--- config.mk ---
export PLATFORM = sky130hd
export DESIGN_NAME = capm_timer
export DESIGN_NICKNAME = d
export VERILOG_FILES = /design/src/inc/capm_pkg.sv /design/src/rtl/capm_timer.sv
export SDC_FILE = /design/constraint.sdc
export NUM_CORES = 1
export LEC_CHECK = 0
export ABC_AREA = 1
export ABC_CLOCK_PERIOD_IN_PS = 1780
export BUFFER_PORTS_ARGS = -buffer_cell sky130_fd_sc_hd__buf_2
export CAP_MARGIN = 20
export CORE_UTILIZATION = 50
export DETAILED_ROUTE_END_ITERATION = 6
export GPL_TIMING_DRIVEN = 1
export MAX_ROUTING_LAYER = met4
export PLACE_DENSITY = 0.75
export SETUP_SLACK_MARGIN = 0.1
export SLEW_MARGIN = 10
export SYNTH_ARGS = -nofsm -noshare
export SYNTH_HDL_FRONTEND = slang
export SYNTH_SLANG_ARGS = --single-unit
--- constraint.sdc ---
create_clock -name clk_i -period 1.78 [get_ports clk_i]
set_clock_uncertainty 0.05 [all_clocks]
set_input_delay 0.089 -clock clk_i [delete_from_list [all_inputs] [get_ports clk_i]]
set_output_delay 0.089 -clock clk_i [all_outputs]
set_load 0.02 [all_outputs]
--- src/inc/capm_pkg.sv ---
package capm_pkg;
    localparam int CAPM_CNT_W = 16;
    localparam logic [15:0] CAPM_PERIOD_RST = 16'h00ff;
    localparam logic [2:0] CAPM_SEL_PERIOD = 3'h5;
    localparam logic [1:0] CAPM_SYNC_DIRECT = 2'h0;
    localparam logic [7:0] CAPM_PATTERN_ALL = 8'hcf;
    localparam logic [7:0] CAPM_PATTERN_RST = 8'h00;
    localparam logic [1:0] CAPM_TRIG_PM = 2'h0;
    localparam logic [1:0] CAPM_TRIG_MC = 2'h1;

    typedef enum logic [1:0] {
        CAPM_IDLE = 2'b00,
        CAPM_UP = 2'b01,
        CAPM_DOWN = 2'b11
    } capm_state_type;
endpackage : capm_pkg

--- src/rtl/capm_timer.sv ---
// Behaviour
// RQ1: After an up-count period match, count down starting at period plus one.
// RQ2: Signal a second period match when passing period at down-count start.
// RQ3: Period-match trigger line pulses at both period matches of a cycle.
// RQ4: Period-match interrupt and shadow transfer fire once, on the up-count match.
// RQ5: Select multi-channel trigger instead of period-match line for one trigger.
// RQ6: Select field 101 requests pattern shadow transfer on period match.
// RQ7: Sync field 00 makes the requested pattern transfer immediate.
// RQ8: Pattern CF enables compare outputs and their complementary outputs; the code enables channels 0 and 1 only, channel 2 stays off.
// RQ9: Down-count reaching zero reverses to counting up, alternating continuously.
`timescale 1ns/1ns
module capm_timer
    import capm_pkg::*;
#(
    parameter int CNT_W = CAPM_CNT_W
) (
    input wire logic clk_i,
    input wire logic resetn_i,
    input wire logic ce_i,
    input wire logic run_i,
    input wire logic [CNT_W-1:0] period_i,
    input wire logic [2:0] shadow_request_select_i,
    input wire logic [1:0] shadow_sync_select_i,
    input wire logic [7:0] multichannel_output_shadow_i,
    input wire logic [1:0] trigger_select_i,
    output logic [CNT_W-1:0] main_up_down_counter_o,
    output logic counting_down_o,
    output logic period_match_o,
    output logic period_match_irq_o,
    output logic trigger_line_period_match_o,
    output logic trigger_line_multichannel_o,
    output logic converter_trigger_o,
    output logic [2:0] compare_outputs_o,
    output logic [2:0] complementary_compare_outputs_o
);
    localparam int CH_N = 3;

    // ==========================================
    // Helpers
    // Routes the chosen source to the converter; spare codes stay quiet
    function automatic logic capm_route(
        input logic [1:0] sel,
        input logic pm_pulse,
        input logic mc_pulse
    );
        logic routed;
        routed = 1'b0;
        if (sel == CAPM_TRIG_MC) begin
            routed = mc_pulse; // [RQ5]
        end else if (sel == CAPM_TRIG_PM) begin
            routed = pm_pulse; // [RQ3]
        end
        return routed;
    endfunction : capm_route

    // ==========================================
    // Declarations
    capm_state_type state;
    logic [CNT_W-1:0] cnt;
    logic [CNT_W-1:0] period_shadow;
    logic pm_hit;
    logic pm_up;
    logic cnt_zero;
    logic mc_request;
    logic mc_direct;
    logic mc_transfer;
    logic [7:0] pattern;
    logic [CH_N-1:0] ch_true;
    logic [CH_N-1:0] ch_comp;

    // ==========================================
    // Counter
    assign pm_hit = (state != CAPM_IDLE) && (cnt == period_shadow);
    assign pm_up = pm_hit && (state == CAPM_UP); // [RQ4]
    assign cnt_zero = (cnt == '0);

    // Leaving run parks the count where it stands
    always_ff @(posedge clk_i) begin
        if (!resetn_i) begin
            state <= CAPM_IDLE;
        end else if (ce_i) begin
            case (state)
                CAPM_IDLE: begin
                    if (run_i) begin
                        state <= CAPM_UP;
                    end
                end
                CAPM_UP: begin
                    if (!run_i) begin
                        state <= CAPM_IDLE;
                    end else if (pm_hit) begin
                        state <= CAPM_DOWN; // [RQ1]
                    end
                end
                CAPM_DOWN: begin
                    if (!run_i) begin
                        state <= CAPM_IDLE;
                    end else if (cnt_zero) begin
                        state <= CAPM_UP; // [RQ9]
                    end
                end
                default: begin
                    state <= CAPM_IDLE;
                end
            endcase
        end
    end

    // Overshoot to period plus one, so the down phase meets the period again
    // A restart resumes from the held count
    always_ff @(posedge clk_i) begin
        if (!resetn_i) begin
            cnt <= '0;
        end else if (ce_i && run_i) begin
            if (state == CAPM_UP) begin
                cnt <= cnt + 1'b1; // [RQ1]
            end else if (state == CAPM_DOWN && cnt_zero) begin
                cnt <= cnt + 1'b1; // [RQ9]
            end else if (state == CAPM_DOWN) begin
                cnt <= cnt - 1'b1; // [RQ2]
            end
        end
    end

    // Period shadow loads while idle and on the up-count match, not on the second one
    always_ff @(posedge clk_i) begin
        if (!resetn_i) begin
            period_shadow <= CNT_W'(CAPM_PERIOD_RST);
        end else if (ce_i && (state == CAPM_IDLE || pm_up)) begin
            period_shadow <= period_i; // [RQ4]
        end
    end

    // ==========================================
    // Events and triggers
    always_ff @(posedge clk_i) begin
        if (!resetn_i) begin
            period_match_o <= 1'b0;
        end else if (ce_i) begin
            period_match_o <= pm_hit; // [RQ2]
        end
    end

    // Internal period-match actions only see the up-count match
    always_ff @(posedge clk_i) begin
        if (!resetn_i) begin
            period_match_irq_o <= 1'b0;
        end else if (ce_i) begin
            period_match_irq_o <= pm_up; // [RQ4]
        end
    end

    // Both matches reach this line; a converter on it starts twice
    always_ff @(posedge clk_i) begin
        if (!resetn_i) begin
            trigger_line_period_match_o <= 1'b0;
        end else if (ce_i) begin
            trigger_line_period_match_o <= pm_hit; // [RQ3]
        end
    end

    always_ff @(posedge clk_i) begin
        if (!resetn_i) begin
            trigger_line_multichannel_o <= 1'b0;
        end else if (ce_i) begin
            trigger_line_multichannel_o <= mc_transfer; // [RQ5]
        end
    end

    // Multi-channel source gives one trigger per cycle
    always_ff @(posedge clk_i) begin
        if (!resetn_i) begin
            converter_trigger_o <= 1'b0;
        end else if (ce_i) begin
            converter_trigger_o <= capm_route(trigger_select_i, pm_hit, mc_transfer); // [RQ3][RQ5]
        end
    end

    // ==========================================
    // Multi-channel pattern shadow transfer
    // Only direct sync is modelled; other sync settings never transfer
    assign mc_request = (shadow_request_select_i == CAPM_SEL_PERIOD) && pm_up; // [RQ6]
    assign mc_direct = (shadow_sync_select_i == CAPM_SYNC_DIRECT); // [RQ7]
    assign mc_transfer = mc_request && mc_direct; // [RQ7]

    // Pattern stands until the next accepted transfer
    always_ff @(posedge clk_i) begin
        if (!resetn_i) begin
            pattern <= CAPM_PATTERN_RST;
        end else if (ce_i && mc_transfer) begin
            pattern <= multichannel_output_shadow_i;
        end
    end

    // ==========================================
    // Compare outputs
    // Pattern bits 0, 2 and 4 feed true outputs, bits 1, 3 and 5 their complements; bits 6 and 7 feed nothing
    genvar g;
    generate
        for (g = 0; g < CH_N; g++) begin : gen_ch
            assign ch_true[g] = pattern[2*g]; // [RQ8]
            assign ch_comp[g] = pattern[2*g+1]; // [RQ8]
        end
    endgenerate

    always_ff @(posedge clk_i) begin
        if (!resetn_i) begin
            compare_outputs_o <= '0;
            complementary_compare_outputs_o <= '0;
        end else if (ce_i) begin
            compare_outputs_o <= ch_true; // [RQ8]
            complementary_compare_outputs_o <= ch_comp; // [RQ8]
        end
    end

    // ==========================================
    // Status
    assign main_up_down_counter_o = cnt;
    assign counting_down_o = (state == CAPM_DOWN);
endmodule : capm_timer

==> impl_metrics.toml, run 1 <==
[status]
status = "complete, no violations"

[clocking]
cts_buffers = 5
cts_tree = "built"
cts_sinks = 50
path_clk_slew_ns = 0.09
cts_root_buffer = "clkbuf_8"
clk_path_buf_depth = 2
clk_latency_ns = 0.31
cts_max_level = 2

[global_routing]
grt_util_met3_pct = 3.44
antenna_found_initial = 0
use_met2_pct = 46.9
grt_pass1_wl_um = 14100
grtUsageTotal_pct = 28.0
grt_max_degree = 34
gr-max-usage-layer = "met2"
grt_pass1_vias = 3182
met1_usage_pct = 35.3
grt.overflow.total = 0

[finish]
final_cell_count_no_fill = 683
fill_cells = 457
final_cell_mix = "nand2_1 (127), buf_2 (60), nand3_1 (52)"
diodes = 0
fin_area_sq_mm = 0.00436
final_layout_size_suffix_gt1_share_pct = 36.0
final_common_cell = "nand2_1"
fin_nets = 644
syn_to_final_growth_pct = 37.9

[drt]
wl_per_cell_um = 13.5
route.detailed.drc = 0
wl_um = 9220
vias = 3597
vias_per_cell = 5.27
first_pass_iters = 6
ant_nets = 0
drtIter0Drc = 296

[critical_path]
slowest_delay_ns = 0.38
worst_setup_path_end_kind = "flop"
cp_max_fo = 8
worstPathArrival_ns = 1.91
critPathMostFrequentCell = "nand2_1"
slowest_stage = "dfxtp_1"
critical_path_class = "reg2reg"
worst_ep_required_time_ns = 1.91
start_kind = "flop"
worstPathCellList = "inv_1, nand2_1, nand2_1, nor2_1, nand2_1, nor2_4, nand2_4, nor2_8, nand2_4, buf_6, nand3_1, nand3_2"

[sta]
relSlewSlack_pct = 54.6
rsz0062_at_grt = "true"
worst_slew_pin_slew_ns = 0.677
slew_viol_final = 0
whs_ns = 0.0218
finalCritPeriodShare_pct = 99.9
clock.fmax_mhz = 563
finalSetupViolCount = 0
finalHoldViolCount = 0
layout_min_cycle_time_ns = 1.78

[synth]
syn_area_sq_mm = 0.00316
ys_ff_latch = 50
synth_area_leader_cell = "dfxtp_1"
ys_seq_area_share_pct = 31.6
ys_warn_count = 0
yosysTopAreaCellShare_pct = 31.6
ys_types = 32
synthCells = 497
syn_nets = 534
syn_area_per_cell_sq_um = 6.36
synthTopCellsByArea = "dfxtp_1 (32%), nand2_1 (17%), nand3_1 (9.7%), nor2_1 (7.1%), a21oi_1 (4.7%)"

[pwr]
power_switching_mw = 1.04
power_frac_seq_pct = 41.8
total_leakage_power_nw = 2.16
cellPowerDensity_mw_per_mm2 = 695
peakVddDrop_mv = 0.424
p_int_mw = 1.99
clkPwrFrac_pct = 25.3
pwr-share-comb_pct = 32.9
switching_share_pct = 34.5
power_mw = 3.03

[min_path]
hold_path_class = "in2reg"

[die]
core_area_sq_mm = 0.00603
die_w_um = 81.5
die_area_sq_mm = 0.00665
num_rows = 28
num_io_pins = 63
die_h_um = 81.5
start_util_pct = 52.5

[placed_design]
dp.cells = 637
gp_congestion = 0.886
numPortBuffers = 60
placed_cell_area_sq_mm = 0.00363
hpwl_um = 5880

[run]
max-cap-violations = 0
## power by group through the flow
stage                     clock, mW  sequential (mW)  combinational, mW
after floorplan                   0             1.29              0.584
after global placement            0             1.28              0.810
after detailed placement          0             1.29              0.819
after CTS                     0.776             1.26              0.888
after global routing          0.827             1.28               1.10
final                         0.767             1.27              0.997
## final cells by class
type	instances	area [sq um]	area share, %
inverters	57	253	5.80
repair inverters	1	6.26	0.143
multi-input cells	365	1940	44.5
repair buffers	127	911	20.9
flip-flops and latches	50	1050	24.1
clock inverters	1	7.51	0.172
clock buffers	7	97.6	2.24
well taps	75	93.8	2.15
## synth_stat cells
| cell type | n |
|---|---|
| clkbuf_2 | 1 |
| a21oi_1 | 30 |
| nor2_1 | 60 |
| xor2_1 | 16 |
| o21ai_0 | 15 |
| bufinv_8 | 1 |
| nand3_4 | 1 |
| nand2_1 | 144 |
| nor3_1 | 9 |
| nor4b_1 | 1 |
| o211ai_1 | 4 |
| inv_4 | 1 |
| o21ai_1 | 1 |
| nor2_2 | 2 |
| or2_2 | 2 |
| nand3_1 | 61 |
| nor2_4 | 3 |
| clkinv_1 | 2 |
| inv_1 | 40 |
| ha_1 | 2 |
| dfxtp_1 | 50 |
| a31oi_1 | 1 |
| nand4_1 | 7 |
| inv_2 | 13 |
| clkbuf_1 | 5 |
| buf_4 | 9 |
| nand2_2 | 1 |
| buf_6 | 7 |
| nand3_2 | 1 |
| buf_2 | 3 |
| nor2_8 | 1 |
| nand2_4 | 3 |
## per-layer routing
metal / wire length [um] / vias to the layer above
li1: - / 1791
met4: 166 / 0
met3: 535 / 19
met5: 0 / -
met1: 3960 / 1640
met2: 4550 / 147
## final timing paths
| kind | startpoint | to | slack [ns] | depth (start not counted) |
|---|---|---|---|---|
| setup reg to reg | period_shadow[5]$_SDFFE_PN1P_ | period_shadow[3]$_SDFFE_PN1P_ | 0.003 | 12 |
| hold / removal | trigger_select_i[0] | converter_trigger_o$_SDFFE_PN0P_ | 0.02 | 4 |
| hold reg to reg | pattern[0]$_SDFFE_PN0P_ | compare_outputs_o[0]$_SDFFE_PN0P_ | 0.41 | 2 |
| setup / recovery | period_shadow[5]$_SDFFE_PN1P_ | period_shadow[3]$_SDFFE_PN1P_ | 0.003 | 12 |
## critical path: cells and delay by family, from the launching register on
kind	cells	cell delay [ns]
buf+inv	2	0.20
flops	1	0.38
simple gates	10	1.01
## state kept, by name, summed over array words and instances, names as in the netlist
signal and count:
period_shadow 16, compare_outputs_o 3, trigger_line_period_match_o 1, period_match_irq_o 1, converter_trigger_o 1, complementary_compare_outputs_o 3
trigger_line_multichannel_o 1, pattern 6, main_up_down_counter_o 16, state 2
## per-stage QoR
stage | util, % | TNS [ns] | worst slack (ns)
3_3_place_gp | 60.2 | 0 | 0.0494
3_5_place_dp | 60.2 | 0 | 0.0222
4_1_cts | 67.6 | 0 | 0.0986
5_1_grt | 72.4 | -1.23 | -0.0805
2_1_floorplan | - | 0 | 0.103
6_report | 72.4 | 0 | 0.00266
## timing repair
item                       4_1_cts  5_1_grt
setup endpoints to repair       36       40
hold endpoints to repair        22        0
cloned                           0        2
hold buffers                    22        0
resized for setup               21       63
setup buffers                    8        6
pin swaps                       10       29
## logic make-up after synthesis
kind of cell | count (synthesis) | synth area share (%)
adders and majority gates | 2 | 0.791
buffers and inverters | 82 | 13.1
xor gates and xnor gates | 16 | 4.43
and+or+nand+nor | 296 | 41.6
AOI/OAI and AO/OA | 51 | 8.43
DFF | 50 | 31.6
Note: power is estimated with default switching activity, not from simulation.
==> inputs of run 2 (changes only) <==
--- a/config.mk
+++ b/config.mk
@@ -9,11 +9,12 @@
 export ABC_CLOCK_PERIOD_IN_PS = 1780
 export BUFFER_PORTS_ARGS = -buffer_cell sky130_fd_sc_hd__buf_2
 export CAP_MARGIN = 20
+export CORE_ASPECT_RATIO = 0.9
 export CORE_UTILIZATION = 50
 export DETAILED_ROUTE_END_ITERATION = 6
 export GPL_TIMING_DRIVEN = 1
 export MAX_ROUTING_LAYER = met4
-export PLACE_DENSITY = 0.75
+export PLACE_DENSITY = 0.76
 export SETUP_SLACK_MARGIN = 0.1
 export SLEW_MARGIN = 10
 export SYNTH_ARGS = -nofsm -noshare
==> impl_metrics.toml, run 2 (same netlist as run 1, synthesis figures left out) <==
[finish]
final_core_util_pct = 72.1
syn_to_final_growth_pct = 39.4
final_cell_mix = "nand2_1 (131), buf_2 (60), nand3_1 (52)"
fin_area_sq_mm = 0.00441
final_common_cell = "nand2_1"
fin_nets = 647
final_cell_count_no_fill = 698
ff_latch_area_sq_mm = 0.00105
final_layout_size_suffix_gt1_share_pct = 33.9
multi_input_area_sq_mm = 0.00191
fill_cells = 469
diodes = 0

[critical_path]
worst_ep_required_time_ns = 1.97
r2r_cells = 10
critical_path_class = "reg2reg"
worst_setup_path_end_kind = "flop"
cp_max_fo = 7
worstPathArrival_ns = 1.95
start_kind = "flop"

[sta]
tns_ns = 0
fin_ws_ns = 0.0225
relSlewSlack_pct = 58.2
finalSetupViolCount = 0
finalHoldViolCount = 0
finalCritPeriodShare_pct = 98.7
layout_min_cycle_time_ns = 1.76
rsz0062_at_grt = "true"
worst_slew_pin_slew_ns = 0.623
clock.fmax_mhz = 569
slew_viol_final = 0

[global_routing]
grt_max_degree = 34
antenna_found_initial = 0
grt_pass1_wl_um = 15000
grt.overflow.total = 0
grtUsageTotal_pct = 29.2
grt_pass1_vias = 3220

[clocking]
path_clk_slew_ns = 0.11
cts_root_buffer = "clkbuf_8"
cts_tree = "built"
clk_latency_ns = 0.32
cts_sinks = 50
cts_buffers = 5
cts_max_level = 2
clk_path_buf_depth = 2

[status]
status = "complete, no violations"

[min_path]
hold_path_class = "in2reg"
holdPathStages = 5

[die]
start_util_pct = 51.7
die_w_um = 85.8
die_area_sq_mm = 0.00665
num_io_pins = 63
num_rows = 27
core_area_sq_mm = 0.00611
die_h_um = 77.5

[drt]
first_pass_iters = 5
wl_um = 9680
drtIter0Drc = 249
wl_per_cell_um = 13.9
ant_nets = 0
route.detailed.drc = 0
vias = 3634
vias_per_cell = 5.21

[placed_design]
gp_congestion = 0.900
placed_cell_area_sq_mm = 0.00363
dp.cells = 647
hpwl_um = 5900
dp_slack_ns = 0.0131
numPortBuffers = 60

[pwr]
cellPowerDensity_mw_per_mm2 = 710
total_leakage_power_nw = 2.20
peakVddDrop_mv = 0.481

[run]
max-cap-violations = 0
==> run 2: cell count changes in the layout (fill, tap and decap cells not counted), moves of 3 or more <==
cell | previous run | this run
nand2_1 | 127 | 131
dfxtp_2 | 14 | 8
a21oi_2 | 6 | 2
nor2_1 | 46 | 50
inv_2 | 9 | 12
a21oi_1 | 24 | 28
dfxtp_1 | 27 | 31
nand2_2 | 17 | 13
inv_4 | 6 | 3
nor2_2 | 16 | 10
==> run 2: critical path: stages, from the launching register on <==
cell,delay (ns)
dfxtp_2,0.39
nor2_1,0.18
nand2_1,0.11
nor2_2,0.13
nand3_2,0.11
nand2_2,0.11
nand2_4,0.12
clkbuf_16,0.19
nand3_1,0.07
o211ai_1,0.09
a21oi_1,0.12
==> run 2: area by class of cell <==
type	instances	share of cell area (%)
Clock buffer	5	1.56
Multi-Input combinational cell	365	43.2
Clock inverter	3	1.08
Timing Repair inverter	1	0.199
Sequential cell	50	23.9
Tap cell	87	2.47
Timing Repair Buffer	130	22.0
Inverter	57	5.62
==> run 2: per-stage QoR <==
step,power [mW],hold slack [ns]
2_1_floorplan,1.88,0.152
3_3_place_gp,2.08,0.238
3_5_place_dp,2.09,0.247
4_1_cts,2.99,0.0470
5_1_grt,3.27,0.0746
6_report,3.13,0.0674
==> run 2: path summary, 6_finish.rpt <==
check | from | to | slack [ns]
worst min register to register | pattern[5]$_SDFFE_PN0P_ | complementary_compare_outputs_o[2]$_SDFFE_PN0P_ | 0.42
worst max-delay path | main_up_down_counter_o[9]$_SDFFE_PN0P_ | main_up_down_counter_o[4]$_SDFFE_PN0P_ | 0.02
worst min-delay path | trigger_select_i[1] | converter_trigger_o$_SDFFE_PN0P_ | 0.07
worst max register to register | main_up_down_counter_o[9]$_SDFFE_PN0P_ | main_up_down_counter_o[4]$_SDFFE_PN0P_ | 0.02
==> run 2: what timing repair did <==
action	in CTS	in global routing
endpoints found under the setup margin	34	40
buffers inserted	3	15
endpoints found under the hold margin	23	0
gates cloned	0	2
gates resized for setup	25	47
pin swaps	10	28
hold buffers	23	0
==> run 2: per-layer routing <==
metal	vias to the layer above	track usage, %	routed length [um]
met3	30	3.19	606
met2	163	48.6	4540
met5	-	-	0
met1	1644	36.7	4220
met4	0	10.3	309
li1	1797	-	-
==> run 2: power breakdown <==
group	switching (mW)	leakage [nW]	internal, mW
clock network	0.437	0.0587	0.427
registers	0.0807	0.420	1.18
logic	0.571	1.72	0.432
==> inputs of run 3 (changes only) <==
--- a/config.mk
+++ b/config.mk
@@ -6,15 +6,16 @@
 export NUM_CORES = 1
 export LEC_CHECK = 0
 export ABC_AREA = 1
-export ABC_CLOCK_PERIOD_IN_PS = 1780
+export ABC_CLOCK_PERIOD_IN_PS = 2200
 export BUFFER_PORTS_ARGS = -buffer_cell sky130_fd_sc_hd__buf_2
 export CAP_MARGIN = 20
 export CORE_ASPECT_RATIO = 0.9
-export CORE_UTILIZATION = 50
+export CORE_UTILIZATION = 60
 export DETAILED_ROUTE_END_ITERATION = 6
 export GPL_TIMING_DRIVEN = 1
 export MAX_ROUTING_LAYER = met4
-export PLACE_DENSITY = 0.76
+export PLACE_DENSITY = 0.86
+export RECOVER_POWER = 50
 export SETUP_SLACK_MARGIN = 0.1
 export SLEW_MARGIN = 10
 export SYNTH_ARGS = -nofsm -noshare
==> constraint.sdc (replaced) <==
create_clock -name clk_i -period 2.2 [get_ports clk_i]
set_clock_uncertainty 0.05 [all_clocks]
set_input_delay 0.11 -clock clk_i [delete_from_list [all_inputs] [get_ports clk_i]]
set_output_delay 0.11 -clock clk_i [all_outputs]
set_load 0.02 [all_outputs]
==> impl_metrics.toml, run 3 (same netlist as run 1, synthesis figures left out) <==
[drt]
wl_um = 8560
first_pass_iters = 5
ant_nets = 0
vias = 3515
vias_per_cell = 5.45
drtIter0Drc = 369
route.detailed.drc = 0
wl_per_cell_um = 13.3

[clocking]
clk_path_buf_depth = 2
cts_max_level = 2
post_cts_buffers = 0
clk_latency_ns = 0.31
cts_buffers = 5
path_clk_slew_ns = 0.10
cts_root_buffer = "clkbuf_8"
cts_tree = "built"
cts_sinks = 50

[critical_path]
worstPathArrival_ns = 2.20
path_delay_family = "simple AND/OR/NAND/NOR gates"
slowest_delay_ns = 0.54
slowest_stage = "dfxtp_1"
worst_ep_required_time_ns = 2.35
critical_path_class = "reg2reg"
crit_buf_inv = 2
worst_setup_path_end_kind = "flop"
worstPathCellList = "inv_1, nand2_1, nand2_1, nor2_1, nand2_1, nor2_4, nand2_4, nor2_8, nand2_4, nand2_8, inv_2, nor2_1, nor2_1"
start_kind = "flop"
cp_max_fo = 10

[die]
num_rows = 24
core_area_sq_mm = 0.00495
num_io_pins = 63
start_util_pct = 63.8
die_h_um = 70.9
die_w_um = 78.5
die_area_sq_mm = 0.00557

[sta]
layout_min_cycle_time_ns = 2.05
slew_viol_final = 0
tns_ns = 0
whs_ns = 0.0434
relSlewSlack_pct = 40.4
finalCritPeriodShare_pct = 93.1
finalHoldViolCount = 0
clock.fmax_mhz = 488
finalSetupViolCount = 0
worst_slew_pin_slew_ns = 0.895
rsz0062_at_grt = "false"

[placed_design]
gp_congestion = 0.932
numPortBuffers = 60
dp.cells = 615
hpwl_um = 5650

[status]
status = "complete, no violations"

[global_routing]
grt_pass1_vias = 3169
met1_usage_pct = 42.3
gr-max-usage-layer = "met2"
grt_util_met3_pct = 6.71
antenna_found_initial = 0
grt.overflow.total = 0
grtUsageTotal_pct = 33.2
use_met2_pct = 52.0
grt_pass1_wl_um = 14200
grt_max_degree = 34

[pwr]
peakVddDrop_mv = 0.454
total_leakage_power_nw = 1.88
power_mw = 2.30
cellPowerDensity_mw_per_mm2 = 605

[min_path]
hold_path_class = "in2reg"

[finish]
final_layout_size_suffix_gt1_share_pct = 16.9
syn_to_final_growth_pct = 20.1
final_cell_mix = "nand2_1 (144), nand3_1 (61), nor2_1 (60)"
final_cell_count_no_fill = 645
final_common_cell = "nand2_1"
diodes = 0
fin_nets = 616

[run]
max-cap-violations = 0
## run 3: timing repair
action	in CTS	in global routing
setup endpoints to repair	0	23
hold buffers	22	0
hold endpoints to repair	22	0
resized for setup	0	11
## run 3: through the flow
stage               utilization [%]  setup WS, ns  instance area (sq um)
finish                         76.7         0.151                   3800
global route                   76.7        0.0595                   3800
CTS                            77.0         0.192                   3810
detailed placement             70.5         0.221                   3490
global placement               70.5         0.249                   3490
floorplan                         -         0.341                   3160
## run 3: metal layers
layer,share of wire (%),up-vias
li1,-,1736
met1,43,1558
met2,46,195
met3,8.8,26
met4,2.1,0
met5,0,-
## run 3: final timing paths
kind | start | end | slack, ns | cells after the start
worst max register to register | main_up_down_counter_o[7]$_SDFFE_PN0P_ | period_shadow[13]$_SDFFE_PN0P_ | 0.15 | 13
worst max-delay path | main_up_down_counter_o[7]$_SDFFE_PN0P_ | period_shadow[13]$_SDFFE_PN0P_ | 0.15 | 13
worst min-delay path | trigger_select_i[0] | converter_trigger_o$_SDFFE_PN0P_ | 0.04 | 4
worst min register to register | pattern[3]$_SDFFE_PN0P_ | complementary_compare_outputs_o[1]$_SDFFE_PN0P_ | 0.41 | 2
## run 3: area by class of cell
cell class / instances / area [sq um]
Clock inverter: 2 / 16.3
Multi-Input combinational cell: 365 / 1760
Inverter: 57 / 235
Timing Repair Buffer: 100 / 622
Fill cell: 392 / 1160
Clock buffer: 6 / 82.6
Sequential cell: 50 / 1010
Tap cell: 65 / 81.3
## run 3: worst reg2reg max path, stage by stage (launching register included)
cell and delay [ns]:
dfxtp_1 0.54, inv_1 0.13, nand2_1 0.08, nand2_1 0.05, nor2_1 0.09, nand2_1 0.10
nor2_4 0.16, nand2_4 0.08, nor2_8 0.11, nand2_4 0.13, nand2_8 0.13, inv_2 0.09
nor2_1 0.14, nor2_1 0.06
## run 3: where the power goes
part	internal, mW	switching (mW)
combinational	0.267	0.412
clock	0.260	0.335
sequential	0.963	0.0623
